`config.mk`:
```
export PLATFORM = sky130hd
export DESIGN_NAME = fdc_codec
export DESIGN_NICKNAME = d
export VERILOG_FILES = /design/src/pkg/fdc_pkg.sv /design/src/design/fdc_codec.sv
export SDC_FILE = /design/constraint.sdc
export NUM_CORES = 1
export LEC_CHECK = 0
export BUFFER_PORTS_ARGS = -buffer_cell sky130_fd_sc_hd__buf_4
export CELL_PAD_IN_SITES_DETAIL_PLACEMENT = 1
export CELL_PAD_IN_SITES_GLOBAL_PLACEMENT = 1
export CORE_MARGIN = 10
export CORE_UTILIZATION = 41
export CTS_CLUSTER_DIAMETER = 150
export DETAILED_ROUTE_END_ITERATION = 12
export PLACE_DENSITY = 0.76
export SLEW_MARGIN = 40
export SYNTH_ARGS = -nofsm -noshare
export SYNTH_HDL_FRONTEND = slang
export SYNTH_SLANG_ARGS = --single-unit
```
`constraint.sdc`:
```
create_clock -name ref_clk -period 5.8 [get_ports ref_clk]
set_input_delay 0.29 -clock ref_clk [delete_from_list [all_inputs] [get_ports ref_clk]]
set_output_delay 0.29 -clock ref_clk [all_outputs]
set_load 0.005 [all_outputs]
```
`src/pkg/fdc_pkg.sv`:
```
// Constants and types shared by the format descriptor packet codec.
package fdc_pkg;
  localparam int DATA_W = 16;
  // Register indices; the byte address is four times the index.
  localparam logic [5:0] IDX_CONTROL = 6'h00;
  localparam logic [5:0] IDX_RSVD_ONE = 6'h01;
  localparam logic [5:0] IDX_IRQ_FLAGS = 6'h02;
  localparam logic [5:0] IDX_FORMAT_CODE = 6'h03;
  localparam logic [5:0] IDX_ASPECT_CODE = 6'h04;
  localparam logic [5:0] IDX_LBOX_FLAGS = 6'h05;
  localparam logic [5:0] IDX_LBOX_FIRST = 6'h06;
  localparam logic [5:0] IDX_LBOX_SECOND = 6'h07;
  localparam logic [5:0] IDX_PRESENT = 6'h08;
  localparam logic [5:0] IDX_IRQ_MASK = 6'h09;
  localparam logic [5:0] INS_BASE = 6'h10;
  localparam int CTRL_EN_BIT = 0;
  localparam int IRQ_CHANGE_BIT = 1;
  // Packet type carried in bits 3:0 of the first beat.
  localparam logic [3:0] PKT_VIDEO = 4'h0;
  localparam logic [3:0] PKT_ANC = 4'hd;
  localparam logic [3:0] PKT_CTRL = 4'hf;
  localparam logic [7:0] FMT_DID = 8'h41;
  localparam logic [7:0] FMT_SDID = 8'h05;
  localparam logic [7:0] FMT_COUNT = 8'h04;
  // Beat positions inside an ancillary packet, counted from the type beat.
  localparam logic [3:0] BEAT_DID = 4'h1;
  localparam logic [3:0] BEAT_SDID = 4'h2;
  localparam logic [3:0] BEAT_COUNT = 4'h3;
  localparam logic [3:0] BEAT_CODES = 4'h4;
  localparam logic [3:0] BEAT_FLAGS = 4'h5;
  localparam logic [3:0] BEAT_FIRST = 4'h6;
  localparam logic [3:0] BEAT_SECOND = 4'h7;
  localparam logic [3:0] CODE_LBOX_A = 4'b0000;
  localparam logic [3:0] CODE_LBOX_B = 4'b0100;
  localparam logic [3:0] CODE_PILLAR = 4'b0011;
  localparam logic [3:0] CODE_TOPBOT = 4'b1100;
  localparam logic [31:0] RST_ZERO = 32'h0000_0000;

  typedef struct packed {
    logic sop;
    logic eop;
    logic [DATA_W-1:0] data;
  } fdc_beat_t;

  // Decoded contents of one format description packet.
  typedef struct packed {
    logic [3:0] code;
    logic aspect;
    logic [3:0] flags;
    logic [15:0] first;
    logic [15:0] second;
  } fdc_fmt_t;

  typedef enum logic [1:0] {
    INS_FWD = 2'b01,
    INS_GEN = 2'b10
  } fdc_ins_state_t;
endpackage

```
`src/design/fdc_codec.sv`:
```
// Format descriptor packet extractor and inserter behind one APB register port.
`timescale 1ns/10ps
module fdc_codec
(
  input wire logic ref_clk,
  input wire logic rst,
  input wire logic psel,
  input wire logic penable,
  input wire logic pwrite,
  input wire logic [7:0] paddr,
  input wire logic [31:0] pwdata,
  output logic [31:0] prdata,
  output logic pready,
  output logic pslverr,
  output logic irq,
  input wire logic ext_in_valid,
  input wire fdc_pkg::fdc_beat_t ext_in_beat,
  output logic ext_in_ready,
  output logic ext_out_valid,
  output fdc_pkg::fdc_beat_t ext_out_beat,
  input wire logic ext_out_ready,
  input wire logic ins_in_valid,
  input wire fdc_pkg::fdc_beat_t ins_in_beat,
  output logic ins_in_ready,
  output logic ins_out_valid,
  output fdc_pkg::fdc_beat_t ins_out_beat,
  input wire logic ins_out_ready
);
  // ----------------------------------------------------------------
  // Register port
  // ----------------------------------------------------------------
  logic pready_q;
  logic pslverr_q;
  logic [31:0] prdata_q;
  logic ext_en_q;
  logic ins_en_q;
  logic irq_flag_q;
  logic irq_mask_q;
  logic irq_q;
  logic present_q;
  fdc_pkg::fdc_fmt_t ext_fmt_q;
  fdc_pkg::fdc_fmt_t ins_fmt_q;
  logic ins_present_q;
  logic change_pulse;

  wire [5:0] idx = paddr[7:2];
  wire access = psel & penable & ~pready_q;
  wire wr_done = psel & penable & pready_q & pwrite & ~pslverr_q;
  wire ins_hit = (idx >= fdc_pkg::INS_BASE) && (idx <= fdc_pkg::INS_BASE + fdc_pkg::IDX_PRESENT);
  wire [5:0] ins_idx = idx - fdc_pkg::INS_BASE;
  wire ext_hit = idx <= fdc_pkg::IDX_IRQ_MASK;
  wire mapped = ext_hit | ins_hit;
  wire [31:0] ext_rd =
    (idx == fdc_pkg::IDX_CONTROL) ? {31'h0000_0000, ext_en_q} :
    (idx == fdc_pkg::IDX_IRQ_FLAGS) ? {30'h0000_0000, irq_flag_q, 1'b0} :
    (idx == fdc_pkg::IDX_FORMAT_CODE) ? {28'h000_0000, ext_fmt_q.code} :
    (idx == fdc_pkg::IDX_ASPECT_CODE) ? {31'h0000_0000, ext_fmt_q.aspect} :
    (idx == fdc_pkg::IDX_LBOX_FLAGS) ? {28'h000_0000, ext_fmt_q.flags} :
    (idx == fdc_pkg::IDX_LBOX_FIRST) ? {16'h0000, ext_fmt_q.first} :
    (idx == fdc_pkg::IDX_LBOX_SECOND) ? {16'h0000, ext_fmt_q.second} :
    (idx == fdc_pkg::IDX_PRESENT) ? {31'h0000_0000, present_q} :
    (idx == fdc_pkg::IDX_IRQ_MASK) ? {30'h0000_0000, irq_mask_q, 1'b0} : fdc_pkg::RST_ZERO;
  wire [31:0] ins_rd =
    (ins_idx == fdc_pkg::IDX_CONTROL) ? {31'h0000_0000, ins_en_q} :
    (ins_idx == fdc_pkg::IDX_FORMAT_CODE) ? {28'h000_0000, ins_fmt_q.code} :
    (ins_idx == fdc_pkg::IDX_ASPECT_CODE) ? {31'h0000_0000, ins_fmt_q.aspect} :
    (ins_idx == fdc_pkg::IDX_LBOX_FLAGS) ? {28'h000_0000, ins_fmt_q.flags} :
    (ins_idx == fdc_pkg::IDX_LBOX_FIRST) ? {16'h0000, ins_fmt_q.first} :
    (ins_idx == fdc_pkg::IDX_LBOX_SECOND) ? {16'h0000, ins_fmt_q.second} :
    (ins_idx == fdc_pkg::IDX_PRESENT) ? {31'h0000_0000, ins_present_q} : fdc_pkg::RST_ZERO;
  wire [31:0] rd_mux = ins_hit ? ins_rd : (ext_hit ? ext_rd : fdc_pkg::RST_ZERO);
  wire ext_wr = wr_done & ext_hit;
  wire ins_wr = wr_done & ins_hit;
  wire clr_flag = ext_wr && (idx == fdc_pkg::IDX_IRQ_FLAGS) && pwdata[fdc_pkg::IRQ_CHANGE_BIT];

  always_ff @(posedge ref_clk or posedge rst)
  begin
    if (rst)
    begin
      pready_q <= 1'b0;
      pslverr_q <= 1'b0;
      prdata_q <= fdc_pkg::RST_ZERO;
    end
    else
    begin
      pready_q <= access;
      pslverr_q <= access & ~mapped;
      prdata_q <= (access & ~pwrite) ? rd_mux : fdc_pkg::RST_ZERO;
    end
  end

  always_ff @(posedge ref_clk or posedge rst)
  begin
    if (rst)
    begin
      ext_en_q <= 1'b0;
      ins_en_q <= 1'b0;
      irq_mask_q <= 1'b0;
      ins_fmt_q <= '0;
      ins_present_q <= 1'b0;
    end
    else
    begin
      if (ext_wr && idx == fdc_pkg::IDX_CONTROL)
        ext_en_q <= pwdata[fdc_pkg::CTRL_EN_BIT];
      if (ext_wr && idx == fdc_pkg::IDX_IRQ_MASK)
        irq_mask_q <= pwdata[fdc_pkg::IRQ_CHANGE_BIT];
      if (ins_wr && ins_idx == fdc_pkg::IDX_CONTROL)
        ins_en_q <= pwdata[fdc_pkg::CTRL_EN_BIT];
      if (ins_wr && ins_idx == fdc_pkg::IDX_FORMAT_CODE)
        ins_fmt_q.code <= pwdata[3:0];
      if (ins_wr && ins_idx == fdc_pkg::IDX_ASPECT_CODE)
        ins_fmt_q.aspect <= pwdata[0];
      if (ins_wr && ins_idx == fdc_pkg::IDX_LBOX_FLAGS)
        ins_fmt_q.flags <= pwdata[3:0];
      if (ins_wr && ins_idx == fdc_pkg::IDX_LBOX_FIRST)
        ins_fmt_q.first <= pwdata[15:0];
      if (ins_wr && ins_idx == fdc_pkg::IDX_LBOX_SECOND)
        ins_fmt_q.second <= pwdata[15:0];
      if (ins_wr && ins_idx == fdc_pkg::IDX_PRESENT)
        ins_present_q <= pwdata[0];
    end
  end

  // ----------------------------------------------------------------
  // Interrupt
  // ----------------------------------------------------------------
  // A change seen in the same cycle as a clearing write keeps the flag set.
  always_ff @(posedge ref_clk or posedge rst)
  begin
    if (rst)
    begin
      irq_flag_q <= 1'b0;
      irq_q <= 1'b0;
    end
    else
    begin
      irq_flag_q <= change_pulse | (irq_flag_q & ~clr_flag);
      irq_q <= irq_flag_q & irq_mask_q;
    end
  end

  // ----------------------------------------------------------------
  // Extractor stream
  // ----------------------------------------------------------------
  // Each beat is held in one output register, so the path moves at most one
  // beat every two cycles; this keeps every stream output a flip-flop.
  logic ext_ov_q;
  logic ext_ir_q;
  fdc_pkg::fdc_beat_t ext_ob_q;
  logic ext_keep_q;
  logic ext_anc_q;
  logic [3:0] ext_beat_q;
  logic [7:0] did_q;
  logic [7:0] sdid_q;
  fdc_pkg::fdc_fmt_t shadow_q;
  logic commit_q;
  logic seen_q;

  wire ext_ifire = ext_in_valid & ext_ir_q;
  wire ext_ofire = ext_ov_q & ext_out_ready;
  wire [3:0] ext_type = ext_in_beat.data[3:0];
  wire ext_keep_now = ext_in_beat.sop ? (ext_en_q && ext_type != fdc_pkg::PKT_ANC) : ext_keep_q;
  wire ext_anc_now = ext_in_beat.sop ? (ext_type == fdc_pkg::PKT_ANC) : ext_anc_q;
  wire ext_ov_d = (ext_ifire & ext_keep_now) | (ext_ov_q & ~ext_ofire);
  wire [3:0] ext_beat_d = ext_in_beat.sop ? 4'h1 : ((ext_beat_q == 4'hf) ? ext_beat_q : ext_beat_q + 4'h1);
  wire anc_beat = ext_ifire & ext_anc_now & ~ext_in_beat.sop;
  wire fmt_match = (did_q == fdc_pkg::FMT_DID) && (sdid_q == fdc_pkg::FMT_SDID);
  wire image_sop = ext_ifire & ext_in_beat.sop & (ext_type == fdc_pkg::PKT_VIDEO);
  assign change_pulse = commit_q & fmt_match & (shadow_q != ext_fmt_q);

  always_ff @(posedge ref_clk or posedge rst)
  begin
    if (rst)
    begin
      ext_ov_q <= 1'b0;
      ext_ir_q <= 1'b0;
      ext_ob_q <= '0;
      ext_keep_q <= 1'b0;
      ext_anc_q <= 1'b0;
      ext_beat_q <= 4'h0;
    end
    else
    begin
      ext_ov_q <= ext_ov_d;
      ext_ir_q <= ~ext_ov_d;
      if (ext_ifire & ext_keep_now)
        ext_ob_q <= ext_in_beat;
      if (ext_ifire)
      begin
        ext_keep_q <= ext_keep_now;
        ext_anc_q <= ext_anc_now;
        ext_beat_q <= ext_beat_d;
      end
    end
  end

  // The ancillary payload is gathered in a shadow copy and only committed
  // after the last beat, so the readable fields never hold a half packet.
  always_ff @(posedge ref_clk or posedge rst)
  begin
    if (rst)
    begin
      did_q <= 8'h00;
      sdid_q <= 8'h00;
      shadow_q <= '0;
      commit_q <= 1'b0;
      ext_fmt_q <= '0;
      seen_q <= 1'b0;
      present_q <= 1'b0;
    end
    else
    begin
      commit_q <= anc_beat & ext_in_beat.eop;
      if (ext_ifire & ext_in_beat.sop)
      begin
        did_q <= 8'h00;
        sdid_q <= 8'h00;
      end
      // The beat counter already holds the position of the beat being taken.
      if (anc_beat && ext_beat_q == fdc_pkg::BEAT_DID)
        did_q <= ext_in_beat.data[7:0];
      if (anc_beat && ext_beat_q == fdc_pkg::BEAT_SDID)
        sdid_q <= ext_in_beat.data[7:0];
      if (anc_beat && ext_beat_q == fdc_pkg::BEAT_CODES)
      begin
        shadow_q.code <= ext_in_beat.data[3:0];
        shadow_q.aspect <= ext_in_beat.data[4];
      end
      if (anc_beat && ext_beat_q == fdc_pkg::BEAT_FLAGS)
        shadow_q.flags <= ext_in_beat.data[3:0];
      if (anc_beat && ext_beat_q == fdc_pkg::BEAT_FIRST)
        shadow_q.first <= ext_in_beat.data[15:0];
      if (anc_beat && ext_beat_q == fdc_pkg::BEAT_SECOND)
        shadow_q.second <= ext_in_beat.data[15:0];
      // Other ancillary packets leave the decoded fields untouched.
      if (commit_q & fmt_match)
        ext_fmt_q <= shadow_q;
      if (image_sop)
      begin
        present_q <= seen_q | (commit_q & fmt_match);
        seen_q <= 1'b0;
      end
      else if (commit_q & fmt_match)
        seen_q <= 1'b1;
    end
  end

  // ----------------------------------------------------------------
  // Inserter stream
  // ----------------------------------------------------------------
  fdc_pkg::fdc_ins_state_t ins_st_q;
  fdc_pkg::fdc_ins_state_t ins_st_d;
  logic ins_ov_q;
  logic ins_ir_q;
  fdc_pkg::fdc_beat_t ins_ob_q;
  logic ins_keep_q;
  logic ins_ctrl_q;
  logic [3:0] gen_q;

  wire ins_ifire = ins_in_valid & ins_ir_q;
  wire ins_ofire = ins_ov_q & ins_out_ready;
  wire [3:0] ins_type = ins_in_beat.data[3:0];
  // Incoming ancillary packets are dropped so that only the fresh one goes out.
  wire ins_keep_now = ins_in_beat.sop ? (ins_en_q && ins_type != fdc_pkg::PKT_ANC) : ins_keep_q;
  wire ins_ctrl_now = ins_in_beat.sop ? (ins_type == fdc_pkg::PKT_CTRL) : ins_ctrl_q;
  wire ctrl_end = ins_ifire & ins_keep_now & ins_ctrl_now & ins_in_beat.eop;
  wire gen_load = (ins_st_q == fdc_pkg::INS_GEN) & ~ins_ov_q;
  wire gen_last = gen_q == fdc_pkg::BEAT_SECOND;
  wire ins_ov_d = gen_load | (ins_ifire & ins_keep_now) | (ins_ov_q & ~ins_ofire);
  wire [15:0] gen_data =
    (gen_q == 4'h0) ? {12'h000, fdc_pkg::PKT_ANC} :
    (gen_q == fdc_pkg::BEAT_DID) ? {8'h00, fdc_pkg::FMT_DID} :
    (gen_q == fdc_pkg::BEAT_SDID) ? {8'h00, fdc_pkg::FMT_SDID} :
    (gen_q == fdc_pkg::BEAT_COUNT) ? {8'h00, fdc_pkg::FMT_COUNT} :
    (gen_q == fdc_pkg::BEAT_CODES) ? {11'h000, ins_fmt_q.aspect, ins_fmt_q.code} :
    (gen_q == fdc_pkg::BEAT_FLAGS) ? {12'h000, ins_fmt_q.flags} :
    (gen_q == fdc_pkg::BEAT_FIRST) ? ins_fmt_q.first : ins_fmt_q.second;

  always_comb
  begin
    case (ins_st_q)
      fdc_pkg::INS_FWD: ins_st_d = ctrl_end ? fdc_pkg::INS_GEN : fdc_pkg::INS_FWD;
      fdc_pkg::INS_GEN: ins_st_d = (gen_load & gen_last) ? fdc_pkg::INS_FWD : fdc_pkg::INS_GEN;
      default: ins_st_d = fdc_pkg::INS_FWD;
    endcase
  end

  always_ff @(posedge ref_clk or posedge rst)
  begin
    if (rst)
    begin
      ins_st_q <= fdc_pkg::INS_FWD;
      ins_ov_q <= 1'b0;
      ins_ir_q <= 1'b0;
      ins_ob_q <= '0;
      ins_keep_q <= 1'b0;
      ins_ctrl_q <= 1'b0;
      gen_q <= 4'h0;
    end
    else
    begin
      ins_st_q <= ins_st_d;
      ins_ov_q <= ins_ov_d;
      ins_ir_q <= (ins_st_d == fdc_pkg::INS_FWD) & ~ins_ov_d;
      if (gen_load)
      begin
        ins_ob_q <= '{sop: gen_q == 4'h0, eop: gen_last, data: gen_data};
        gen_q <= gen_last ? 4'h0 : gen_q + 4'h1;
      end
      else if (ins_ifire & ins_keep_now)
        ins_ob_q <= ins_in_beat;
      if (ins_ifire)
      begin
        ins_keep_q <= ins_keep_now;
        ins_ctrl_q <= ins_ctrl_now;
      end
    end
  end

  assign prdata = prdata_q;
  assign pready = pready_q;
  assign pslverr = pslverr_q;
  assign irq = irq_q;
  assign ext_in_ready = ext_ir_q;
  assign ext_out_valid = ext_ov_q;
  assign ext_out_beat = ext_ob_q;
  assign ins_in_ready = ins_ir_q;
  assign ins_out_valid = ins_ov_q;
  assign ins_out_beat = ins_ob_q;

  // ----------------------------------------------------------------
  // Checks
  // ----------------------------------------------------------------
  a_ext_no_anc: assert property (@(posedge ref_clk) disable iff (rst)
    ext_ov_q & ext_ob_q.sop |-> ext_ob_q.data[3:0] != fdc_pkg::PKT_ANC)
    else $error("ancillary packet left the extractor");
  a_ext_off_drop: assert property (@(posedge ref_clk) disable iff (rst)
    ext_ifire & ext_in_beat.sop & ~ext_en_q |=> ~ext_ov_q)
    else $error("disabled extractor forwarded a packet");
  a_ext_commit: assert property (@(posedge ref_clk) disable iff (rst)
    commit_q & fmt_match |=> ext_fmt_q == $past(shadow_q))
    else $error("matching descriptor not committed");
  a_ext_hold: assert property (@(posedge ref_clk) disable iff (rst)
    ~(commit_q & fmt_match) |=> $stable(ext_fmt_q))
    else $error("decoded fields changed without a matching packet");
  a_irq_change: assert property (@(posedge ref_clk) disable iff (rst)
    change_pulse |=> irq_flag_q ##1 (irq_flag_q | $past(clr_flag)))
    else $error("change flag not raised");
  a_read_code: assert property (@(posedge ref_clk) disable iff (rst)
    access & ~pwrite & (idx == fdc_pkg::IDX_FORMAT_CODE) |=> prdata_q[3:0] == $past(ext_fmt_q.code))
    else $error("format code read wrong");
  a_read_aspect: assert property (@(posedge ref_clk) disable iff (rst)
    access & ~pwrite & (idx == fdc_pkg::IDX_ASPECT_CODE) |=> prdata_q == {31'h0000_0000, $past(ext_fmt_q.aspect)})
    else $error("aspect code read wrong");
  a_ins_after_ctrl: assert property (@(posedge ref_clk) disable iff (rst)
    ctrl_end |=> ins_st_q == fdc_pkg::INS_GEN ##[1:20] (ins_ov_q & ins_ob_q.sop & ins_ob_q.data[3:0] == fdc_pkg::PKT_ANC))
    else $error("no ancillary packet after control packet");
  a_ins_ident: assert property (@(posedge ref_clk) disable iff (rst)
    gen_load & (gen_q == fdc_pkg::BEAT_SDID) |=> ins_ob_q.data[7:0] == fdc_pkg::FMT_SDID)
    else $error("inserted secondary identifier wrong");
endmodule

```
==> flow_summary.json, run 1 <==
{
  "drv_slew": 0,
  "clk_latency_ns": 0.52,
  "ant_nets": 0,
  "path_class": "flip-flop to flip-flop",
  "max_stage_delay_ns": 0.57,
  "post_cts_resized": 0,
  "wl_um": 29700,
  "synthArstFlopShare_pct": 100,
  "htree_levels": 1,
  "grt_use_met2_pct": 30.2,
  "synth_area_leaders": "dfrtp_1, mux2_2, xor2_1",
  "viasPerCell": 5.52,
  "worst_hold_slack_ns": 0.0197,
  "avgSynthCellArea_sq_um": 11.5,
  "fp.dieW_um": 181,
  "dr.pass1.iters": 5,
  "route.detailed.drc": 0,
  "crit_slowest_cell": "or4_1",
  "netlist_instances": 918,
  "area_growth_pct": 19.7,
  "grt_setup_unrepaired": "no",
  "dp_hpwl_um": 21400,
  "critPathLaunchType": "flip-flop",
  "cts-root-buf": "clkbuf_16",
  "n_antenna_cell": 0,
  "busiest_layer": "met2",
  "hold_path_class": "input pin to flip-flop",
  "finalNonFillerCells": 1380,
  "synth-seq-cells": 220,
  "clkSlewWorstSetupHoldPaths_ns": 0.06,
  "relSlewSlack_pct": 49.9,
  "numPortBuffers": 125,
  "crit_arrival_ns": 2.97,
  "met3_usage_pct": 2.83,
  "critPathCaptureType": "flip-flop",
  "timing.final.crit_share_pct": 43.5,
  "p_leak_uw": 0.00636,
  "ys_seq_area_share_pct": 52.0,
  "tns_ns": 0,
  "layout.nets": 1127,
  "yosysWarnings": 0,
  "die_h_um": 181,
  "cts_setup_buffers": 0,
  "drt_iter0_markers": 462,
  "skew_ns": 0.0129,
  "gp_congestion": 0.823,
  "cp.required_ns": 6.25,
  "crit_fanout": 16,
  "cp_cell_sequence": "inv_1 -> ha_1 -> or4_1 -> a21oi_1 -> nand2_1 -> o21ai_0 -> o21a_1",
  "cts_sinks": 220,
  "synth_cell_types": 67,
  "io_pins": 160,
  "status": "finished clean",
  "clockBufferDepth": 3,
  "finalHoldViolCount": 0,
  "powerDensity_mw_per_mm2": 287,
  "die_area_sq_mm": 0.0326,
  "grt_pass1_wl_um": 47400,
  "synth.cell_area_sq_mm": 0.0106,
  "finalSetupViolCount": 0,
  "grt_pass1_vias": 8256,
  "drive_gt1_share_pct": 32.5,
  "grt_usage_pct": 17.6,
  "rows": 58,
  "power_uw": 3640,
  "fmax_mhz": 397,
  "overflow": 0,
  "finalCriticalPeriod_ns": 2.52,
  "synthFlopType": "dfrtp_1",
  "vias": 7614,
  "grtUsageMet1_pct": 22.8,
  "maxCapViolCount": 0,
  "worstMarginPinSlew_ns": 0.751,
  "placed_cells": 1330,
  "synth_top_area_share_pct": 51.8,
  "synth_edf_count": 0,
  "grt_max_degree": 97,
  "irDropWorstVdd_mv": 0.169,
  "antenna_found_initial": 0,
  "routedWlPerCell_um": 21.5,
  "yosys.area.top_type": "dfrtp_1",
  "start_util_pct": 41.8,
  "cts_tree": "done",
  "design.core.area_sq_mm": 0.0253,
  "cts_buffers": 25,
  "ctsHoldBuffers": 5
}
==> placed cells by master, fill, tap and decap left out, drive strengths merged, types with 5 or more instances in the layout <==
cell type | netlist | routed
a21oi | 33 | 33
a22oi | 28 | 28
a31oi | 7 | 7
buf | 40 | 136
clkbuf | 29 | 36
clkinv | 0 | 6
conb | 1 | 16
dfrtp | 219 | 219
dlygate4sd3 | 0 | 5
ha | 10 | 10
inv | 20 | 20
mux2 | 148 | 148
mux2i | 15 | 15
nand2 | 75 | 75
nand2b | 10 | 10
nand3 | 26 | 26
nor2 | 30 | 30
nor2b | 10 | 10
nor3 | 14 | 14
nor4 | 16 | 16
o21a | 11 | 11
o21ai | 58 | 58
o31ai | 7 | 7
xor2 | 41 | 41
==> final cells by class <==
class                           count  area (sq um)
Fill cell                        2691         12700
Sequential cell                   220          5510
Multi-Input combinational cell    624          4720
Timing Repair Buffer              141          1140
Clock buffer                       36           707
Tap cell                          330           413
Clock inverter                      9           103
Inverter                           20          78.8
==> flip-flops by register name, summed over array words and instances (netlist names), 4 cells and up <==
| register | flops |
|---|---|
| ins_fmt_q | 41 |
| ext_fmt_q | 41 |
| ext_out_beat | 18 |
| ins_out_beat | 18 |
| did_q | 8 |
| prdata | 16 |
| sdid_q | 8 |
| ext_beat_q | 4 |
| gen_q | 4 |
| shadow_q | 41 |
==> kinds of logic after synthesis <==
kind of cell / share of synthesized area, %
xor+xnor: 3.48
compound gates: 10.5
buf+inv: 4.16
other cells: 0.0354
fa+ha+maj: 1.18
mux: 17.9
flops: 52.0
simple gates: 10.7
==> per-stage QoR <==
step | worst slack (ns) | cell area [sq um] | utilization (%)
global route | 3.05 | 12700 | 50.0
global placement | 3.12 | 11700 | 46.2
finish | 3.28 | 12700 | 50.0
floorplan | 2.64 | 10600 | -
CTS | 3.30 | 12700 | 50.0
detailed placement | 3.31 | 11800 | 46.6
==> worst paths after layout <==
check | from | to | slack [ns] | cells past startpoint
worst max-delay path | gen_q[0]$_DFFE_PP0P_ | ins_out_beat[9]$_DFFE_PP0P_ | 3.28 | 7
worst min-delay path | pwdata[10] | ins_fmt_q[10]$_DFFE_PP0P_ | 0.02 | 2
worst max register to register | gen_q[0]$_DFFE_PP0P_ | ins_out_beat[9]$_DFFE_PP0P_ | 3.28 | 7
worst min register to register | ext_keep_q$_DFFE_PP0P_ | ext_keep_q$_DFFE_PP0P_ | 0.49 | 1
max in group asynchronous | rst | ext_out_beat[8]$_DFFE_PP0P_ | 4.47 | 5
min in group asynchronous | rst | prdata[1]$_DFF_PP0_ | 0.40 | 4
==> critical path, delay by kind of cell (launching register included) <==
family,cells,cell delay (ns)
and+or+nand+nor,2,0.86
AOI/OAI and AO/OA,3,0.69
DFF,1,0.42
adders and majority gates,1,0.39
buffers and inverters,1,0.10
==> layer usage <==
metal	vias to the layer above	wire length (um)
met4	0	531
li1	3475	-
met3	39	1200
met5	-	0
met2	167	14900
met1	3933	13100
==> where the power goes <==
part	internal (uW)	switching, uW	leakage, uW
Sequential	1620	63.7	0.00298
Combinational	195	188	0.00298
Clock	935	635	0.000402
==> Yosys cell counts (3+ instances only) <==
master	instances
buf_4	18
nor3_1	12
o21a_1	11
o31ai_1	6
nand2b_1	10
a211oi_1	4
and3b_1	3
nand3b_1	4
nor2_1	30
o311ai_0	4
dfrtp_1	219
mux2i_1	15
a221oi_1	3
a21o_1	4
and3_1	4
nand3_1	24
o21ai_0	58
nand4b_1	3
clkbuf_1	29
ha_1	10
a21boi_0	3
nand2_1	74
a22oi_1	28
o22ai_1	3
inv_1	20
nand4_1	3
or3_1	4
a21oi_1	33
mux2_4	20
nor2b_1	10
buf_2	19
nor4_1	15
nor4b_1	3
xor2_1	41
mux2_2	128
a31oi_1	7
(Power assumes the default switching activity.)
==> run 2: changes to the inputs <==
ABC_AREA = 1   (was not set)
CORE_UTILIZATION = 38   (was 41)
PLACE_DENSITY = 0.75   (was 0.76)
clock period = 2 ns   (was 5.8 ns; I/O delays follow)
==> run 2 against run 1 <==
Against the previous run: the flow now finishes with violations (hold timing); critical path depth up 2; flip-flop and latch count unchanged; clock skew shrank 0.0024 ns; sequential share of layout area shrank 2.1 points; non-clock buffer count grew 78; first-iteration DRC count shrank 8.0%; core utilization shrank 0.74 points; clock power grew to 2.8 times the previous value; largest power group unchanged; highest routed layer unchanged.
==> flow_summary.json, run 2 <==
{
  "synthMuxAreaShare_pct": 0,
  "n_antenna_cell": 0,
  "numPortBuffers": 125,
  "rr_worst_depth": 7,
  "synthArstFlopShare_pct": 100,
  "clockBufferDepth": 3,
  "yosysWarnings": 0,
  "fillers": 3213,
  "overflow": 0,
  "dr.pass1.iters": 4,
  "clk_latency_ns": 0.53,
  "powerDensity_mw_per_mm2": 890,
  "cts_tree": "done",
  "synthFlopType": "dfrtp_1",
  "relSlewSlack_pct": 60.0,
  "synth_top_area_share_pct": 52.3,
  "grt_setup_unrepaired": "no",
  "synthSimpleGateAreaFrac_pct": 22.6,
  "power_frac_seq_pct": 44.0,
  "worstMarginPinSlew_ns": 0.599,
  "cts_sinks": 220,
  "timing.final.crit_share_pct": 95.0,
  "synth_edf_count": 0,
  "critPathLaunchType": "input pin",
  "synth_most_common_cell": "nand2_1",
  "grt_pass1_wl_um": 52300,
  "synthXorXnorAreaFrac_pct": 3.18,
  "p_leak_uw": 0.00668,
  "routedWlPerCell_um": 17.5,
  "share_comb_of_total_power_pct": 18.7,
  "synth_area_leaders": "dfrtp_1, nand2_1, o21ai_0",
  "crit_fanout": 14,
  "dp_hpwl_um": 23100,
  "layout.nets": 1564,
  "final_cell_mix": "nand2_1, dfrtp_1, buf_4",
  "synth.cell_area_sq_mm": 0.0105,
  "status": "complete, but fails checks",
  "synth_top_family_by_area": "simple AND/OR/NAND/NOR gates",
  "rows": 60,
  "cts-root-buf": "clkbuf_16",
  "antenna_found_initial": 0,
  "die_area_sq_mm": 0.0346,
  "drive_gt1_share_pct": 16.3,
  "dpl-instance-area_sq_mm": 0.0119,
  "netlist_instances": 1262,
  "gp_congestion": 0.886,
  "vias": 9122,
  "ys_top_cells_by_count": "nand2_1, dfrtp_1, o21ai_0, inv_1, nor2_1",
  "clockPowerShare_pct": 37.3,
  "drt_iter0_markers": 425,
  "htree_levels": 1,
  "netSwitchingFraction_pct": 28.3,
  "ys_seq_area_share_pct": 52.5,
  "cts_buffers": 25,
  "synthAdderAreaFrac_pct": 1.19,
  "synth_cell_types": 42,
  "crit_arrival_ns": 2.31,
  "finalCriticalPeriod_ns": 1.90,
  "timing.final.ws_setup_ns": 0.101,
  "path_class": "input pin to flip-flop",
  "final_common_cell": "nand2_1",
  "design.core.area_sq_mm": 0.0270,
  "drv_slew": 0,
  "worst_hold_slack_ns": -0.000250,
  "grt_max_degree": 71,
  "grt_pass1_vias": 9837,
  "yosys.area.top_type": "dfrtp_1",
  "clkSlewWorstSetupHoldPaths_ns": 0.06,
  "viasPerCell": 4.99,
  "avgSynthCellArea_sq_um": 8.30,
  "area_growth_pct": 27.1,
  "grt_usage_pct": 18.7,
  "fmax_mhz": 526,
  "reg_top3": "ext_fmt_q x41, ins_fmt_q x41, shadow_q x41",
  "p_sw_uw": 3360,
  "violations": "hold timing",
  "intPower_uw": 8500,
  "start_util_pct": 38.8,
  "finalNonFillerCells": 1827,
  "finalHoldViolCount": 1,
  "synth-seq-cells": 220,
  "cp.required_ns": 2.41,
  "irDropWorstVdd_mv": 0.547,
  "place_ws_ns": 0.131,
  "hold_path_class": "input pin to flip-flop",
  "ant_nets": 0,
  "fp.dieW_um": 186,
  "die_h_um": 186,
  "wl_um": 32000,
  "synth_compound_area_share_pct": 12.5,
  "final_cell_area_sq_mm": 0.0133,
  "finalSetupViolCount": 0,
  "skew_ns": 0.0105,
  "maxCapViolCount": 0,
  "placed_cells": 1721,
  "hold_depth": 3,
  "route.detailed.drc": 0,
  "io_pins": 160,
  "critPathCaptureType": "flip-flop"
}
[run 2: cell types whose count changed after synthesis, sizes merged, moves of 27 or more]
cell   delta
nand2   +316
mux2    -148
o21ai   +115
inv     +112
nor2     +61
xor2     -31
a22oi    -27
xnor2    +27
[run 2: worst paths after layout]
check | start | endpoint | slack (ns)
max in group asynchronous | rst | shadow_q[12]$_DFFE_PP0P_ | 1.00
worst max-delay path | penable | prdata[9]$_DFF_PP0_ | 0.10
worst min register to register | pready$_DFF_PP0_ | pready$_DFF_PP0_ | 0.48
worst min-delay path | ext_in_beat[4] | shadow_q[36]$_DFFE_PP0P_ | -0.0002
min in group asynchronous | rst | ins_fmt_q[38]$_DFFE_PP0P_ | 0.15
worst max register to register | gen_q[0]$_DFFE_PP0P_ | ins_out_beat[9]$_DFFE_PP0P_ | 0.19
[run 2: final cells by class]
cell class / count / area [sq um] / area share [%]
Clock buffer: 34 / 709 / 5.33
Tap cell: 341 / 427 / 3.20
Multi-Input combinational cell: 868 / 4220 / 31.7
Clock inverter: 10 / 81.3 / 0.611
Inverter: 135 / 513 / 3.85
Sequential cell: 220 / 5510 / 41.3
Timing Repair Buffer: 219 / 1860 / 14.0
[run 2: logic make-up after synthesis]
logic type               after synthesis
AND/OR/NAND/NOR                      567
AO/OA/AOI/OAI                        237
flip-flops                           220
buffers and inverters                189
XOR/XNOR                              38
adder cells (fa/ha/maj)               10
other                                  1
[run 2: worst max-delay path, stage by stage]
cell           delay, ns
dlygate4sd3_1       0.52
buf_4               0.10
nand2_1             0.05
dlygate4sd3_1       0.55
nor2_1              0.12
inv_1               0.08
nor2_1              0.13
inv_1               0.29
nor3_1              0.36
[run 2: layer usage]
metal / track usage, % / vias to the layer above / routed length, um
li1: - / 4433 / -
met5: 0 / - / 0
met1: 23.3 / 4457 / 14000
met4: 4.00 / 0 / 471
met2: 32.8 / 190 / 15800
met3: 3.59 / 42 / 1720
[run 2: power groups by stage]
stage / clock network, uW / logic, uW / registers (uW)
2_1_floorplan: 0 / 1090 / 5240
3_3_place_gp: 0 / 2040 / 5260
3_5_place_dp: 0 / 2110 / 5280
4_1_cts: 4540 / 2220 / 5210
5_1_grt: 4720 / 2520 / 5270
6_report: 4420 / 2220 / 5210
[run 2: what timing repair did]
| item | 4_1_cts | 5_1_grt |
|---|---|---|
| setup buffers | 0 | 0 |
| endpoints found under the hold margin | 199 | 0 |
| resized for setup | 0 | 7 |
| hold buffers | 62 | 0 |
| setup endpoints to repair | 0 | 13 |
[run 2: stage by stage]
stage	total power [uW]	util (%)	setup TNS [ns]	hold slack, ns
after floorplan	6330	-	-212.06	0.229
after global placement	7300	44.0	0	0.137
after detailed placement	7390	44.0	0	0.142
after CTS	12000	49.2	0	0.000399
after global routing	12500	49.3	0	0.0391
final	11900	49.3	0	-0.000250
==> run 3: changes to the inputs <==
BUFFER_PORTS_ARGS = -buffer_cell sky130_fd_sc_hd__buf_2   (was -buffer_cell sky130_fd_sc_hd__buf_4)
CORE_UTILIZATION = 43   (was 38)
PLACE_DENSITY = 0.81   (was 0.75)
clock period = 1.9 ns   (was 2 ns; I/O delays follow)
==> run 3 against run 2 <==
Against the previous run: the run now ends clean; clock skew grew 0.011 ns; cell count shrank 0.82%; design area shrank 2.4%; global-route usage grew 2.3 points; power grew 4.0%; clock-buffer cell count grew 4; clock power grew 5%; sequential power grew 5.2%; first-iteration DRC count grew 14%; flip-flop and latch count is the same; worst setup slack gained 0.051 ns; largest power group unchanged.
==> flow_summary.json, run 3 (synthesis results as in run 2) <==
{
  "start_util_pct": 43.3,
  "timing.final.ws_setup_ns": 0.152,
  "vias": 9251,
  "grt_usage_pct": 21.0,
  "grt_setup_unrepaired": "no",
  "clockPowerShare_pct": 37.5,
  "drt_iter0_markers": 485,
  "power_frac_seq_pct": 44.4,
  "intPower_uw": 8790,
  "fmax_mhz": 572,
  "dr.pass1.iters": 4,
  "reg_top3": "ext_fmt_q x41, ins_fmt_q x41, shadow_q x41",
  "relSlewSlack_pct": 58.7,
  "place_ws_ns": -0.00844,
  "cts-root-buf": "clkbuf_16",
  "die_h_um": 176,
  "antenna_found_initial": 0,
  "routedWlPerCell_um": 18.1,
  "grt_pass1_wl_um": 53800,
  "fillers": 2884,
  "crit_arrival_ns": 2.14,
  "share_comb_of_total_power_pct": 18.1,
  "die_area_sq_mm": 0.0310,
  "viasPerCell": 5.11,
  "overflow": 0,
  "grt_pass1_vias": 10200,
  "final_common_cell": "nand2_1",
  "final_cell_mix": "nand2_1, dfrtp_1, o21ai_0",
  "gp_congestion": 0.839,
  "clockBufferDepth": 3,
  "crit_fanout": 40,
  "worstMarginPinSlew_ns": 0.618,
  "io_pins": 160,
  "design.core.area_sq_mm": 0.0242,
  "critPathLaunchType": "flip-flop",
  "finalSetupViolCount": 0,
  "fp.dieW_um": 176,
  "cts_sinks": 220,
  "tns_ns": 0,
  "rows": 57,
  "skew_ns": 0.0212,
  "drv_slew": 0,
  "route.detailed.drc": 0,
  "clkSlewWorstSetupHoldPaths_ns": 0.06,
  "ant_nets": 0,
  "status": "finished clean",
  "finalCriticalPeriod_ns": 1.75,
  "cp.required_ns": 2.29,
  "drive_gt1_share_pct": 16.5,
  "timing.final.crit_share_pct": 92.0,
  "path_class": "flip-flop to flip-flop",
  "critPathCaptureType": "flip-flop",
  "finalHoldViolCount": 0,
  "cts_tree": "done",
  "hold_depth": 3,
  "layout.nets": 1567,
  "maxCapViolCount": 0,
  "wl_um": 32900,
  "irDropWorstVdd_mv": 0.668,
  "numPortBuffers": 125,
  "p_leak_uw": 0.00656,
  "powerDensity_mw_per_mm2": 948,
  "clk_latency_ns": 0.53,
  "rr_worst_depth": 6,
  "dp_hpwl_um": 22300,
  "hold_path_class": "input pin to flip-flop",
  "n_antenna_cell": 0,
  "grt_max_degree": 75,
  "p_sw_uw": 3540,
  "cts_buffers": 25,
  "area_growth_pct": 24.1,
  "netSwitchingFraction_pct": 28.7,
  "htree_levels": 1
}
==> run 3: changes by cell type in the layout (fill, tap and decap cells not counted), moves of 2 or more <==
| cell | previous run | this run |
|---|---|---|
| buf_2 | 0 | 125 |
| nand2_4 | 3 | 1 |
| inv_2 | 4 | 6 |
| buf_4 | 152 | 32 |
| clkinv_2 | 7 | 2 |
| nand2_8 | 0 | 2 |
| nand2_2 | 2 | 5 |
| dlygate4sd3_1 | 62 | 60 |
| clkbuf_1 | 4 | 9 |
| nand2_1 | 386 | 383 |
==> run 3: final timing paths <==
path / startpoint / endpoint / slack (ns)
max: sdid_q[1]$_DFFE_PP0P_ / ext_fmt_q[19]$_DFFE_PP0P_ / 0.15
min: ext_in_beat[4] / ext_out_beat[4]$_DFFE_PP0P_ / 0.02
max reg2reg: sdid_q[1]$_DFFE_PP0P_ / ext_fmt_q[19]$_DFFE_PP0P_ / 0.15
min reg2reg: pready$_DFF_PP0_ / pready$_DFF_PP0_ / 0.47
max in group asynchronous: rst / ins_st_q[0]$_DFF_PP1_ / 1.04
min in group asynchronous: rst / ins_present_q$_DFFE_PP0P_ / 0.10
==> run 3: per-stage QoR <==
stage	hold WS, ns	power [uW]	cell area, sq um	std cells	util [%]
6_report	0.0213	12300	13000	1812	53.8
2_1_floorplan	0.224	6660	10500	1277	-
3_3_place_gp	0.0862	7490	11500	1704	47.7
4_1_cts	0.0162	12300	12900	1808	53.5
5_1_grt	0.0514	13000	13000	1812	53.8
3_5_place_dp	0.0877	7610	11500	1704	47.7
==> run 3: layer usage <==
| layer | part of all wire (%) | vias to the layer above | global-route usage, % |
|---|---|---|---|
| met1 | 42 | 4558 | 25.5 |
| met3 | 4.8 | 55 | 3.61 |
| met4 | 2.2 | 0 | 5.44 |
| met5 | 0 | - | 0 |
| met2 | 51 | 195 | 37.8 |
| li1 | - | 4443 | - |
==> run 3: area by class of cell <==
type	count	area, sq um	share of cell area, %
Clock buffer	38	714	5.50
Clock inverter	5	56.3	0.433
Inverter	135	513	3.95
Multi-Input combinational cell	868	4240	32.6
Sequential cell	220	5510	42.4
Tap cell	324	405	3.12
Timing Repair Buffer	222	1570	12.0
==> run 3: power by group through the flow <==
stage          logic (uW)  clock network (uW)  registers, uW
2_1_floorplan        1150                   0           5510
3_3_place_gp         1990                   0           5510
3_5_place_dp         2070                   0           5540
4_1_cts              2190                4670           5460
5_1_grt              2560                4910           5520
6_report             2230                4620           5480
==> run 3: repair_timing <==
item,CTS,global route
hold endpoints to repair,304,0
hold buffers,60,0
buffers inserted,1,4
endpoints found under the setup margin,3,18
gates resized for setup,0,13
pin swaps,1,1
==> run 3: critical path, stage by stage (launching register included) <==
cell	delay [ns]
dfrtp_1	0.36
inv_1	0.07
nand2_1	0.05
nor4_1	0.29
nand3_1	0.16
buf_4	0.31
o21ai_0	0.37
